File: src/logic/t1rx_defs.svh
// Register offsets, field positions, reset values and stream constants
`ifndef T1RX_DEFS_SVH
`define T1RX_DEFS_SVH
`define T1RX_NFRAMER 8
`define T1RX_FRAMER_STRIDE 10'h080
`define T1RX_OFF_LINE 7'h00
`define T1RX_OFF_SIF 7'h01
`define T1RX_OFF_PAR 7'h02
`define T1RX_LINE_RST 8'h00
`define T1RX_SIF_RST 8'hC0
`define T1RX_PAR_RST 8'h00
`define T1RX_PAR_RW_MASK 8'hCB
// Receive line options fields
`define T1RX_B_FIFO_SKIP 7
`define T1RX_B_UNFRAMED 6
`define T1RX_B_LOOP_EXCL 5
`define T1RX_B_AUTO_YEL 3
`define T1RX_B_AUTO_RED 2
`define T1RX_B_AUTO_OOF 1
`define T1RX_B_AUTO_XFER 0
// Receive system interface fields
`define T1RX_F_MODE 7:6
`define T1RX_B_REF_SEL 5
`define T1RX_B_RATE_A 4
`define T1RX_B_RATE_B 3
`define T1RX_B_FP_MF 2
`define T1RX_B_FP_ALT 1
`define T1RX_B_TC_SCOPE 0
// Parity fields
`define T1RX_B_TX_TYPE 7
`define T1RX_B_TX_IRQ 6
`define T1RX_B_TX_DFLAG 5
`define T1RX_B_TX_SFLAG 4
`define T1RX_B_FBIT_INC 3
`define T1RX_B_RX_TYPE 1
`define T1RX_B_RX_EN 0
// Jitter FIFO latency in bits, frame length in bits, 8 kHz high half
`define T1RX_FIFO_DEPTH 24
`define T1RX_BITS_PER_FRAME 8'd193
`define T1RX_REF_HIGH_BITS 8'd97
`endif

File: src/logic/t1rx_pkg.sv
// Types shared by the receive line and backplane control block
package t1rx_pkg;
   typedef enum logic [1:0] {T1RX_MASTER_FRAC, T1RX_MASTER_FULL, T1RX_SLAVE_REF,
      T1RX_SLAVE_SIG} t1rx_mode_e;
   typedef enum logic [1:0] {T1RX_RATE_1M5, T1RX_RATE_8M2, T1RX_RATE_2M0,
      T1RX_RATE_RSVD} t1rx_rate_e;
   typedef logic [7:0] t1rx_reg_t;
endpackage

File: src/logic/t1rx_ctrl.sv
// Eight-framer receive line, backplane and parity control
//
// How it works
// RULE_01: eight register copies, 0x80 byte stride
// RULE_02: skip bit bypasses 24-bit jitter delay
// RULE_03: unframed stops search, freezes signaling, flags loss
// RULE_04: loop-code compare skips F-bit results
// RULE_05: remote alarm auto on red, else manual
// RULE_06: auto conditioning replaces data on red
// RULE_07: auto conditioning during frame alignment loss
// RULE_08: counters transfer per second or on request
// RULE_09: two-bit receive path mode, resets 11
// RULE_10: full mode clocks out all 193 bits
// RULE_11: fractional mode clocks selected channels only
// RULE_12: shared pin gives 8 kHz or line clock
// RULE_13: shared pin carries channel-aligned signaling
// RULE_14: two bits select backplane bit rate
// RULE_15: software keeps rate and mode consistent
// RULE_16: frame pulse every, alternate or multiframe
// RULE_17: mux frame pulse from first mux framer
// RULE_18: scope bit: per-slot or all-slot conditioning
// RULE_19: software enables payload control before all-slot use
// RULE_20: transmit F-bit parity expectation by type
// RULE_21: data and signaling parity flags clear on read
// RULE_22: parity errors drive interrupt when enabled
// RULE_23: extended bit includes F-bit in parity
// RULE_24: receive parity inserted into output F-bit
// RULE_25: settings take effect at frame boundary
`timescale 1ns/10ps
`include "t1rx_defs.svh"

module t1rx_ctrl
   import t1rx_pkg::*;
(
   input wire logic i_sys_clk,
   input wire logic i_rstn,
   input wire logic [9:0] i_addr,
   input wire logic i_wr_stb,
   input wire logic i_rd_stb,
   input wire logic [7:0] i_wdata,
   output logic [7:0] o_rdata,
   input wire logic [7:0] i_line_bit_stb,
   input wire logic [7:0] i_line_bit,
   input wire logic [7:0] i_line_fbit,
   input wire logic [7:0] i_line_mf_start,
   input wire logic [7:0] i_ext_sig_bit,
   input wire logic [7:0] i_channel_select_bit,
   input wire logic [7:0] i_ts_condition,
   input wire logic [7:0] i_trunk_data_bit,
   input wire logic [7:0] i_trunk_sig_bit,
   input wire logic [7:0] i_red_alarm,
   input wire logic [7:0] i_frame_loss_indication,
   input wire logic [7:0] i_manual_remote_alarm,
   input wire logic i_one_second_tick,
   input wire logic [7:0] i_mcu_transfer_req,
   input wire logic [7:0] i_tx_bit_stb,
   input wire logic [7:0] i_tx_fbit,
   input wire logic [7:0] i_tx_mf_start,
   input wire logic [7:0] i_tx_backplane_data,
   input wire logic [7:0] i_tx_backplane_signaling,
   output logic [7:0] o_rx_backplane_data,
   output logic [7:0] o_rx_backplane_signaling,
   output logic [7:0] o_rx_backplane_clock_out,
   output logic [7:0] o_rx_frame_pulse,
   output logic o_mux_rx_frame_pulse,
   output logic [15:0] o_backplane_rate,
   output logic [7:0] o_frame_search_en,
   output logic [7:0] o_sig_buffer_freeze,
   output logic [7:0] o_loop_cmp_stb,
   output logic [7:0] o_send_remote_alarm,
   output logic [7:0] o_counter_transfer,
   output logic o_irq
);

   ////////////////////////////////////////////////////////////////////////////////
   // Register port decode
   logic [2:0] sel_framer;
   logic [6:0] sel_off;
   logic [7:0] rd_line [0:7];
   logic [7:0] rd_sif [0:7];
   logic [7:0] rd_par [0:7];
   logic [7:0] rd_mux;
   logic [7:0] irq_vec;
   logic [7:0] mux_fp_vec;
   logic [7:0] mux_member;

   // Framer copy and offset within the 0x80 window
   assign sel_framer = i_addr[9:7]; // RULE_01
   assign sel_off = i_addr[6:0];

   // Selecting one copy; unmapped offsets read zero
   function automatic logic hit(input logic [2:0] f, input logic [6:0] off,
      input logic [2:0] fr, input logic [6:0] o);
      hit = (f == fr) && (off == o);
   endfunction

   assign rd_mux = (sel_off == `T1RX_OFF_LINE) ? rd_line[sel_framer] :
      (sel_off == `T1RX_OFF_SIF) ? rd_sif[sel_framer] :
      (sel_off == `T1RX_OFF_PAR) ? rd_par[sel_framer] : 8'h00;

   // Read data held until the next read
   always_ff @(posedge i_sys_clk or negedge i_rstn) begin
      if (!i_rstn) begin
         o_rdata <= 8'h00;
      end else if (i_rd_stb) begin
         o_rdata <= rd_mux;
      end
   end

   assign o_irq = |irq_vec; // RULE_22

   // First framer on the multiplexed rate owns the mux frame pulse
   assign o_mux_rx_frame_pulse = |(mux_fp_vec & mux_member & ~(mux_member - 8'h01)); // RULE_17

   ////////////////////////////////////////////////////////////////////////////////
   // Per-framer logic
   genvar g;
   generate
      for (g = 0; g < `T1RX_NFRAMER; g++) begin : gen_fr
         logic [7:0] line_q, sif_q, par_q;
         logic [7:0] act_line_q, act_sif_q, act_par_q;
         logic dflag_q, sflag_q;
         logic [3:0] dly_q [0:`T1RX_FIFO_DEPTH-1];
         logic [3:0] now_v, path_v;
         logic p_data, p_sig, p_f, p_mf, stb;
         t1rx_mode_e mode;
         logic frac, out_of_alignment, cond, replace, par_on, ins_f;
         logic [7:0] cnt_q;
         logic fcnt_q, refclk_q, rpar_d_q, rpar_s_q;
         logic out_d, out_s, fp;
         logic [3:0] txa_q, txb_q;
         logic [1:0] txd_a_q, txd_b_q;
         logic tpar_d_q, tpar_s_q, tx_seen_q;
         logic t_stb, t_f, t_mf, t_d, t_s, t_inc, t_check, derr, serr;
         logic wr_line, wr_sif, wr_par, rd_clr;

         assign wr_line = i_wr_stb && hit(sel_framer, sel_off, 3'(g), `T1RX_OFF_LINE);
         assign wr_sif = i_wr_stb && hit(sel_framer, sel_off, 3'(g), `T1RX_OFF_SIF);
         assign wr_par = i_wr_stb && hit(sel_framer, sel_off, 3'(g), `T1RX_OFF_PAR);
         assign rd_clr = i_rd_stb && hit(sel_framer, sel_off, 3'(g), `T1RX_OFF_PAR); // RULE_21
         assign rd_line[g] = line_q;
         assign rd_sif[g] = sif_q;
         assign rd_par[g] = {par_q[7:6], dflag_q, sflag_q, par_q[3:0]};

         // Software copies of this framer's registers
         always_ff @(posedge i_sys_clk or negedge i_rstn) begin
            if (!i_rstn) begin
               line_q <= `T1RX_LINE_RST;
               sif_q <= `T1RX_SIF_RST; // RULE_09
               par_q <= `T1RX_PAR_RST;
            end else begin
               if (wr_line) line_q <= i_wdata;
               if (wr_sif) sif_q <= i_wdata;
               if (wr_par) par_q <= i_wdata & `T1RX_PAR_RW_MASK;
            end
         end

         // Jitter delay line; bypass trims the fixed latency
         assign stb = i_line_bit_stb[g];
         assign now_v = {i_line_bit[g], i_ext_sig_bit[g], i_line_fbit[g], i_line_mf_start[g]};
         always_ff @(posedge i_sys_clk or negedge i_rstn) begin
            if (!i_rstn) begin
               for (int k = 0; k < `T1RX_FIFO_DEPTH; k++) dly_q[k] <= 4'h0;
            end else if (stb) begin
               dly_q[0] <= now_v;
               for (int k = 1; k < `T1RX_FIFO_DEPTH; k++) dly_q[k] <= dly_q[k-1];
            end
         end
         assign path_v = act_line_q[`T1RX_B_FIFO_SKIP] ? now_v
            : dly_q[`T1RX_FIFO_DEPTH-1]; // RULE_02
         assign {p_data, p_sig, p_f, p_mf} = path_v;

         // Active copies reload only on an F-bit so a frame never mixes settings
         always_ff @(posedge i_sys_clk or negedge i_rstn) begin
            if (!i_rstn) begin
               act_line_q <= `T1RX_LINE_RST;
               act_sif_q <= `T1RX_SIF_RST;
               act_par_q <= `T1RX_PAR_RST;
            end else if (stb && p_f) begin
               act_line_q <= line_q; // RULE_25
               act_sif_q <= sif_q;
               act_par_q <= par_q;
            end
         end

         // Mode decode and conditioning causes
         assign mode = t1rx_mode_e'(act_sif_q[`T1RX_F_MODE]); // RULE_09
         assign frac = (mode == T1RX_MASTER_FRAC);
         assign out_of_alignment = i_frame_loss_indication[g] | act_line_q[`T1RX_B_UNFRAMED]; // RULE_03
         assign cond = (act_line_q[`T1RX_B_AUTO_RED] & i_red_alarm[g]) // RULE_06
            | (act_line_q[`T1RX_B_AUTO_OOF] & out_of_alignment); // RULE_07
         assign replace = cond | act_sif_q[`T1RX_B_TC_SCOPE] | i_ts_condition[g]; // RULE_18
         assign par_on = act_par_q[`T1RX_B_RX_EN] & ~frac;
         assign ins_f = par_on & p_f & p_mf; // RULE_24
         assign out_d = ins_f ? (rpar_d_q ^ act_par_q[`T1RX_B_RX_TYPE])
            : (replace & ~p_f) ? i_trunk_data_bit[g] : p_data;
         assign out_s = ins_f ? (rpar_s_q ^ act_par_q[`T1RX_B_RX_TYPE])
            : (replace & ~p_f) ? i_trunk_sig_bit[g] : p_sig; // RULE_13
         assign fp = p_f & (act_sif_q[`T1RX_B_FP_MF] ? p_mf
            : act_sif_q[`T1RX_B_FP_ALT] ? fcnt_q : 1'b1); // RULE_16
         assign mux_fp_vec[g] = stb & p_f;
         assign mux_member[g] = (act_sif_q[`T1RX_B_RATE_A:`T1RX_B_RATE_B] == 2'b01);
         assign o_backplane_rate[2*g+1:2*g] = act_sif_q[`T1RX_B_RATE_A:`T1RX_B_RATE_B]; // RULE_14

         // Backplane output stage, updated per line bit
         always_ff @(posedge i_sys_clk or negedge i_rstn) begin
            if (!i_rstn) begin
               o_rx_backplane_data[g] <= 1'b0;
               o_rx_backplane_signaling[g] <= 1'b0;
               o_rx_backplane_clock_out[g] <= 1'b0;
               o_rx_frame_pulse[g] <= 1'b0;
               cnt_q <= 8'h00;
               fcnt_q <= 1'b0;
               refclk_q <= 1'b0;
            end else begin
               o_rx_backplane_clock_out[g] <= stb & ((mode == T1RX_MASTER_FULL) // RULE_10
                  | (frac & i_channel_select_bit[g])); // RULE_11
               if (stb) begin
                  o_rx_backplane_data[g] <= out_d;
                  o_rx_frame_pulse[g] <= fp;
                  cnt_q <= p_f ? 8'h00 : cnt_q + 8'h01;
                  if (p_f) fcnt_q <= ~fcnt_q;
                  refclk_q <= ~refclk_q;
               end
               // Shared pin: reference clock or extracted signaling
               if (mode == T1RX_SLAVE_REF) begin
                  o_rx_backplane_signaling[g] <= act_sif_q[`T1RX_B_REF_SEL] ? refclk_q
                     : (cnt_q < `T1RX_REF_HIGH_BITS); // RULE_12
               end else if (stb) begin
                  o_rx_backplane_signaling[g] <= out_s;
               end
            end
         end

         // Receive parity over the superframe just sent
         always_ff @(posedge i_sys_clk or negedge i_rstn) begin
            if (!i_rstn) begin
               rpar_d_q <= 1'b0;
               rpar_s_q <= 1'b0;
            end else if (stb) begin
               if (p_f && p_mf) begin
                  rpar_d_q <= act_par_q[`T1RX_B_FBIT_INC] & out_d; // RULE_23
                  rpar_s_q <= act_par_q[`T1RX_B_FBIT_INC] & out_s;
               end else if (!p_f || act_par_q[`T1RX_B_FBIT_INC]) begin
                  rpar_d_q <= rpar_d_q ^ out_d;
                  rpar_s_q <= rpar_s_q ^ out_s;
               end
            end
         end

         // Transmit pins synchronised; markers delayed equally to stay aligned
         always_ff @(posedge i_sys_clk or negedge i_rstn) begin
            if (!i_rstn) begin
               txd_a_q <= 2'b00;
               txd_b_q <= 2'b00;
               txa_q <= 4'h0;
               txb_q <= 4'h0;
            end else begin
               txd_a_q <= {i_tx_backplane_data[g], i_tx_backplane_signaling[g]};
               txd_b_q <= txd_a_q;
               txa_q <= {i_tx_bit_stb[g], i_tx_fbit[g], i_tx_mf_start[g], 1'b0};
               txb_q <= txa_q;
            end
         end
         assign {t_stb, t_f, t_mf} = txb_q[3:1];
         assign {t_d, t_s} = txd_b_q;
         assign t_inc = act_par_q[`T1RX_B_FBIT_INC];
         assign t_check = t_stb & t_f & t_mf & tx_seen_q;
         // Expected F is one when the count parity disagrees with the type
         assign derr = t_check & (t_d != (tpar_d_q ^ act_par_q[`T1RX_B_TX_TYPE])); // RULE_20
         assign serr = t_check & (t_s != (tpar_s_q ^ act_par_q[`T1RX_B_TX_TYPE]));

         // Transmit parity accumulation and sticky flags; a new error beats the read
         always_ff @(posedge i_sys_clk or negedge i_rstn) begin
            if (!i_rstn) begin
               tpar_d_q <= 1'b0;
               tpar_s_q <= 1'b0;
               tx_seen_q <= 1'b0;
               dflag_q <= 1'b0;
               sflag_q <= 1'b0;
            end else begin
               if (t_stb && t_f && t_mf) begin
                  tpar_d_q <= t_inc & t_d; // RULE_23
                  tpar_s_q <= t_inc & t_s;
                  tx_seen_q <= 1'b1;
               end else if (t_stb && (!t_f || t_inc)) begin
                  tpar_d_q <= tpar_d_q ^ t_d;
                  tpar_s_q <= tpar_s_q ^ t_s;
               end
               dflag_q <= derr | (dflag_q & ~rd_clr); // RULE_21
               sflag_q <= serr | (sflag_q & ~rd_clr);
            end
         end
         assign irq_vec[g] = act_par_q[`T1RX_B_TX_IRQ] & ~frac & (dflag_q | sflag_q); // RULE_22

         // Line-option controls toward neighbouring blocks
         assign o_frame_search_en[g] = ~act_line_q[`T1RX_B_UNFRAMED]; // RULE_03
         assign o_sig_buffer_freeze[g] = act_line_q[`T1RX_B_UNFRAMED];
         assign o_loop_cmp_stb[g] = stb & ~p_f; // RULE_04
         assign o_send_remote_alarm[g] = (act_line_q[`T1RX_B_AUTO_YEL] & i_red_alarm[g])
            | i_manual_remote_alarm[g]; // RULE_05
         assign o_counter_transfer[g] = act_line_q[`T1RX_B_AUTO_XFER] ? i_one_second_tick
            : i_mcu_transfer_req[g]; // RULE_08
      end
   endgenerate

endmodule

File: config.mk
export PLATFORM = sky130hd
export DESIGN_NAME = t1rx_ctrl
export DESIGN_NICKNAME = d
export VERILOG_FILES = /design/src/logic/t1rx_pkg.sv /design/src/logic/t1rx_ctrl.sv
export VERILOG_INCLUDE_DIRS = /design/src /design/src/logic
export SDC_FILE = /design/constraint.sdc
export NUM_CORES = 2
export LEC_CHECK = 0
export BUFFER_PORTS_ARGS = -buffer_cell sky130_fd_sc_hd__buf_2
export CAP_MARGIN = 20
export CELL_PAD_IN_SITES_DETAIL_PLACEMENT = 1
export CELL_PAD_IN_SITES_GLOBAL_PLACEMENT = 1
export CORE_MARGIN = 5
export CORE_UTILIZATION = 46
export DETAILED_ROUTE_END_ITERATION = 10
export GPL_TIMING_DRIVEN = 0
export PLACE_DENSITY = 0.74
export RECOVER_POWER = 50
export SLEW_MARGIN = 20
export SYNTH_ARGS = -nofsm -noshare
export SYNTH_HDL_FRONTEND = slang
export SYNTH_SLANG_ARGS = --single-unit
File: constraint.sdc
create_clock -name i_sys_clk -period 1.7 [get_ports i_sys_clk]
set_clock_uncertainty 0.1 [all_clocks]
set_input_delay 0.255 -clock i_sys_clk [delete_from_list [all_inputs] [get_ports i_sys_clk]]
set_output_delay 0.255 -clock i_sys_clk [all_outputs]
set_load 0.05 [all_outputs]
==> report_table.html <==
<table>
<tr><th>Metric</th><th>Value</th></tr>
<tr><th colspan="2">Outcome</th></tr>
<tr><td>Outcome</td><td>finished with violations</td></tr>
<tr><td>Violations in the final reports</td><td>negative hold slack, negative setup slack</td></tr>
<tr><th colspan="2">Routing</th></tr>
<tr><td>Avg Vias per Cell</td><td>5.62</td></tr>
<tr><td>Iter 0 DRT Violations</td><td>2,414</td></tr>
<tr><td>Overall via count from detail_route</td><td>36,000</td></tr>
<tr><td>Number of detailed-routing iterations run before antenna repair</td><td>5</td></tr>
<tr><td>Post-DRT Antenna Nets</td><td>0</td></tr>
<tr><td>DR DRC count</td><td>0</td></tr>
<tr><td>Routed WL</td><td>156,000 um</td></tr>
<tr><td>Per-cell routed wire length</td><td>24.4 um</td></tr>
<tr><th colspan="2">Timing</th></tr>
<tr><td>Total setup violations reported at the end of the flow</td><td>1,062</td></tr>
<tr><td>Maximum clock frequency</td><td>0.350 GHz</td></tr>
<tr><td>Fin Setup TNS</td><td>-273,730 ps</td></tr>
<tr><td>Final setup margin</td><td>-1160 ps</td></tr>
<tr><td>Unrepaired setup endpoints after global routing</td><td>true</td></tr>
<tr><td>Tightest hold margin</td><td>-80.9 ps</td></tr>
<tr><td>Pin slew with the least headroom to its limit</td><td>1490 ps</td></tr>
<tr><td>Period minus WS final</td><td>2860 ps</td></tr>
<tr><td>Period utilization</td><td>1.68</td></tr>
<tr><td>Hold Violations, Final</td><td>53</td></tr>
<tr><td>Max-slew headroom at the worst pin</td><td>0.00562</td></tr>
<tr><td>Count of final max-slew check failures</td><td>0</td></tr>
<tr><th colspan="2">Global routing</th></tr>
<tr><td>Number of antenna violations at the first check in global routing</td><td>12</td></tr>
<tr><td>Maximum number of pins on one net before global-route repair</td><td>144</td></tr>
<tr><td>Overall track demand over capacity in global routing</td><td>0.237</td></tr>
<tr><td>Wire length of the first global-routing pass</td><td>232,000 um</td></tr>
<tr><td>Via count of the first global-routing pass</td><td>38,600</td></tr>
<tr><td>GR Overflow Total</td><td>0</td></tr>
<tr><th colspan="2">Synth</th></tr>
<tr><td>Library cell occupying the most area in the post-synthesis netlist</td><td>dfrtp_1</td></tr>
<tr><td>Largest cells by area after synthesis</td><td>dfrtp_1 60%, mux2_2 20%, nand2_1 3.5%, mux4_2 1.9%, dfstp_2 1.5%</td></tr>
<tr><td>Syn Inst Count</td><td>4,040</td></tr>
<tr><td>Primary FF master, synth</td><td>dfrtp_1</td></tr>
<tr><td>Post-Synth Adder-Cell Area</td><td>0.00388</td></tr>
<tr><td>Syn Nets</td><td>4,224</td></tr>
<tr><td>Total of warnings raised by yosys</td><td>0</td></tr>
<tr><td>Sequential fraction of the synthesis area</td><td>0.614</td></tr>
<tr><td>Count of different cell masters after synthesis</td><td>71</td></tr>
<tr><td>Xor and xnor area share after synthesis</td><td>0.0144</td></tr>
<tr><td>Yosys top cell area share</td><td>0.599</td></tr>
<tr><td>Cell area after technology mapping</td><td>0.0548 sq mm</td></tr>
<tr><td>Number of register bits inferred by synthesis</td><td>1,344</td></tr>
<tr><td>Synthesized-area fraction occupied by ao, oa, aoi and oai cells</td><td>0.0552</td></tr>
<tr><td>Synthesized area per cell</td><td>13.6 sq um</td></tr>
<tr><td>Share of flip-flops with an asynchronous set or reset after synthesis</td><td>1.00</td></tr>
<tr><td>Multiplexer fraction of the synthesized cell area</td><td>0.224</td></tr>
<tr><td>Simple-Gate Fraction of Synth Area</td><td>0.0671</td></tr>
<tr><td>Count of flip-flops with a built-in enable after synthesis</td><td>0</td></tr>
<tr><td>Dominant combinational cell family by area after synthesis</td><td>multiplexers</td></tr>
<tr><th colspan="2">Clock tree</th></tr>
<tr><td>Sinks on Clock Net</td><td>1,344</td></tr>
<tr><td>Cell at the root of the clock tree</td><td>clkbuf_16</td></tr>
<tr><td>Cts bufs inserted</td><td>144</td></tr>
<tr><td>CTS max path bufs</td><td>3</td></tr>
<tr><td>H-tree lvl count</td><td>4</td></tr>
<tr><td>TritonCTS clock tree</td><td>done</td></tr>
<tr><td>Clock insertion delay at the later pin of the skew report</td><td>780 ps</td></tr>
<tr><td>Clock transition at the registers of the reported paths</td><td>70 ps</td></tr>
<tr><td>Hold Buf Count CTS</td><td>156</td></tr>
<tr><th colspan="2">Critical path</th></tr>
<tr><td>Top cell family by delay on the critical path</td><td>simple AND/OR/NAND/NOR gates</td></tr>
<tr><td>Worst path max stage delay</td><td>420 ps</td></tr>
<tr><td>Number of buffers and inverters on the critical path</td><td>1</td></tr>
<tr><td>Worst path cell trace</td><td>nand2b_1 &gt; nor2_4 &gt; a31oi_4 &gt; o2111ai_4 &gt; buf_6</td></tr>
<tr><td>Critical path peak fanout</td><td>3</td></tr>
<tr><td>Critical Path Slowest Stage Cell</td><td>dfrtp_1</td></tr>
<tr><td>End of the worst register-to-register path</td><td>gen_fr[4].rpar_s_q$_DFFE_PN0P_</td></tr>
<tr><td>Number of cells on the critical path</td><td>5</td></tr>
<tr><td>Launching element type of the critical path</td><td>flop</td></tr>
<tr><td>Category of the worst setup path capture point</td><td>output port</td></tr>
<tr><td>Required arrival time at the worst endpoint</td><td>1340 ps</td></tr>
<tr><td>Depth of the worst register-to-register path</td><td>9</td></tr>
<tr><td>Launching point of the worst reg2reg path</td><td>gen_fr[4].act_line_q[7]$_DFFE_PN0P_</td></tr>
<tr><td>Reg2Reg Setup Slack</td><td>-500 ps</td></tr>
<tr><td>Worst setup path class</td><td>flop to output port</td></tr>
<tr><td>Arr. time, crit path</td><td>2500 ps</td></tr>
<tr><th colspan="2">Die</th></tr>
<tr><td>Floorplan core area</td><td>0.118 sq mm</td></tr>
<tr><td>Total number of placement rows</td><td>126</td></tr>
<tr><td>Top-level I/O count</td><td>265</td></tr>
<tr><td>Horizontal die dimension</td><td>355 um</td></tr>
<tr><td>Overall die height</td><td>355 um</td></tr>
<tr><td>Die Footprint</td><td>0.126 sq mm</td></tr>
<tr><td>Initial core utilization</td><td>0.463</td></tr>
<tr><th colspan="2">Finish</th></tr>
<tr><td>Layout Area Growth over Synthesis</td><td>25.2%</td></tr>
<tr><td>Filler Cells Inserted</td><td>11,300</td></tr>
<tr><td>Count of non-filler cells in the finished layout</td><td>6,404</td></tr>
<tr><td>Post-route cell area</td><td>0.0686 sq mm</td></tr>
<tr><td>Ratio of cells with drive above 1 in the final layout</td><td>0.426</td></tr>
<tr><td>Count of nets after finishing</td><td>4,928</td></tr>
<tr><th colspan="2">Placement</th></tr>
<tr><td>Number of buffers inserted by port buffering</td><td>256</td></tr>
<tr><td>Routability cong.</td><td>0.984</td></tr>
<tr><td>Post-placement setup slack</td><td>-1550 ps</td></tr>
<tr><td>HPWL Detailed</td><td>101,000 um</td></tr>
<tr><td>Number of instances in the placed design</td><td>5,842</td></tr>
<tr><td>Placed cell area</td><td>0.0587 sq mm</td></tr>
<tr><th colspan="2">Power</th></tr>
<tr><td>PD cells</td><td>1520 mW/mm^2</td></tr>
<tr><td>Total power consumption of the routed design</td><td>104 mW</td></tr>
<tr><td>Total leakage power</td><td>31.0 nW</td></tr>
<tr><td>Peak supply drop</td><td>1.19 mV</td></tr>
<tr><th colspan="2">Min path</th></tr>
<tr><td>Path category of the worst min-delay check</td><td>primary input to asynchronous set/reset pin</td></tr>
<tr><th colspan="2">Job</th></tr>
<tr><td>Max-capacitance violation count</td><td>0</td></tr>
</table>
-- repair_timing --
action	4_1_cts	5_1_grt
endpoints found under the setup margin	373	806
resized for setup	386	353
setup buffers	61	90
cloned	2	7
endpoints found under the hold margin	476	296
pin swaps	36	66
-- report_power, final --
| part | total [mW] | switching [mW] | internal, mW | leakage (nW) |
|---|---|---|---|---|
| clock | 31.9 | 13.2 | 18.7 | 2.38 |
| combinational | 24.5 | 11.7 | 12.8 | 12.0 |
| sequential | 47.6 | 6.20 | 41.4 | 16.6 |
| total | 104 | 31.0 | 72.9 | 31.0 |
-- layout make-up --
type | instances | area, sq um | share of cell area
Tap cell | 1536 | 1920 | 0.0280
Multi-Input combinational cell | 2425 | 21400 | 0.313
Inverter | 68 | 273 | 0.00398
Clock buffer | 211 | 4240 | 0.0618
Timing Repair Buffer | 576 | 5290 | 0.0772
Buffer | 185 | 1130 | 0.0165
Sequential cell | 1344 | 33700 | 0.491
Clock inverter | 51 | 577 | 0.00841
Antenna cell | 8 | 20.0 | 0.000292
-- layer usage --
metal	vias to the layer above	global-route usage	part of all wire
met5	-	0	0.00015
met4	4	0.0866	0.037
met3	297	0.0491	0.055
met2	889	0.393	0.50
met1	19000	0.310	0.41
li1	15800	-	-
-- synthesized netlist by cell type, drive strengths merged (11+ instances only) --
library cell and instances:
dfrtp 1312, mux2 971, nand2 521, clkbuf 128, o21ai 127, a21oi 91, nor2 84, buf 75
inv 68, xor2 52, mux4 46, xnor2 38, nand4 37, nand3 33, dfstp 32, mux2i 28
and3 27, a31o 24, o211ai 23, nand2b 21, nor3 21, a22oi 19, a211oi 17, a21boi 17
ha 17, a311oi 15, o22ai 15, a31oi 14, o2bb2ai 14, nor3b 13, a211o 11, a21o 11
-- worst max-delay path by stage --
stage                                        startpoint                         endpoint  slack, ps
detailed placement                    i_line_bit_stb[7]             o_mux_rx_frame_pulse      -1550
floorplan           gen_fr[4].act_line_q[7]$_DFFE_PN0P_             o_mux_rx_frame_pulse       -290
finish               gen_fr[2].act_sif_q[4]$_DFFE_PN0P_             o_mux_rx_frame_pulse      -1160
global route         gen_fr[2].act_sif_q[4]$_DFFE_PN0P_             o_mux_rx_frame_pulse      -1260
global placement                                 i_rstn  gen_fr[2].dly_q[50]$_DFFE_PN0P_     -28960
CTS                 gen_fr[4].act_line_q[7]$_DFFE_PN0P_             o_mux_rx_frame_pulse      -1260
-- flip-flops by register name, indices dropped and copies added (netlist names), 16 cells and up --
| signal | count |
|---|---|
| gen_fr.act_line_q | 48 |
| gen_fr.act_par_q | 40 |
| gen_fr.act_sif_q | 64 |
| gen_fr.cnt_q | 64 |
| gen_fr.dly_q | 768 |
| gen_fr.line_q | 64 |
| gen_fr.par_q | 40 |
| gen_fr.sif_q | 64 |
| gen_fr.txa_q | 24 |
| gen_fr.txb_q | 24 |
| gen_fr.txd_a_q | 16 |
| gen_fr.txd_b_q | 16 |
-- logic make-up (layout without fill, tap and decap cells) --
logic type / after synthesis / count (layout)
mux: 1045 / 1045
other cells: 0 / 8
flops: 1344 / 1344
buf+inv: 271 / 1091
fa+ha+maj: 17 / 17
compound gates: 455 / 455
simple gates: 818 / 818
xor+xnor: 90 / 90
-- worst reg2reg max path, cell delays in order (launching register included) --
cell and delay (ps):
dfrtp_2 430, buf_4 150, buf_6 110, buf_12 130, mux2i_4 210, buf_4 170, nor3_2 260, nand2_1 120
a21boi_1 150, o31ai_1 270
-- stage by stage --
stage	utilization	hold slack (ps)
floorplan	-	-141
global placement	0.494	234
detailed placement	0.496	66.4
CTS	0.566	-694
global route	0.580	-0.667
finish	0.580	-80.9
-- cell usage in the layout, fill, tap and decap left out, types with 13 or more instances in the layout --
cell           instances
a21oi_1               86
a31o_2                24
and3_1                19
buf_2                180
buf_4                102
buf_6                101
buf_8                 54
clkbuf_1             143
clkbuf_16            153
clkbuf_2              16
clkbuf_8              35
clkinv_2              24
dfrtp_1             1284
dfrtp_2               28
dfstp_2               32
dlygate4sd3_1        155
ha_1                  15
inv_1                 41
inv_2                 22
mux2_2               947
mux2_4                21
mux2i_4               19
mux4_2                46
nand2_1              453
nand2_2               44
nand2_4               15
nand2b_1              21
nand3_1               32
nand4_1               37
nor2_1                63
nor2_2                16
nor3_1                13
nor3b_1               13
o211ai_1              23
o21ai_0               93
o21ai_1               24
o2bb2ai_1             14
xnor2_1               38
xor2_1                52
(Power assumes the default switching activity.)
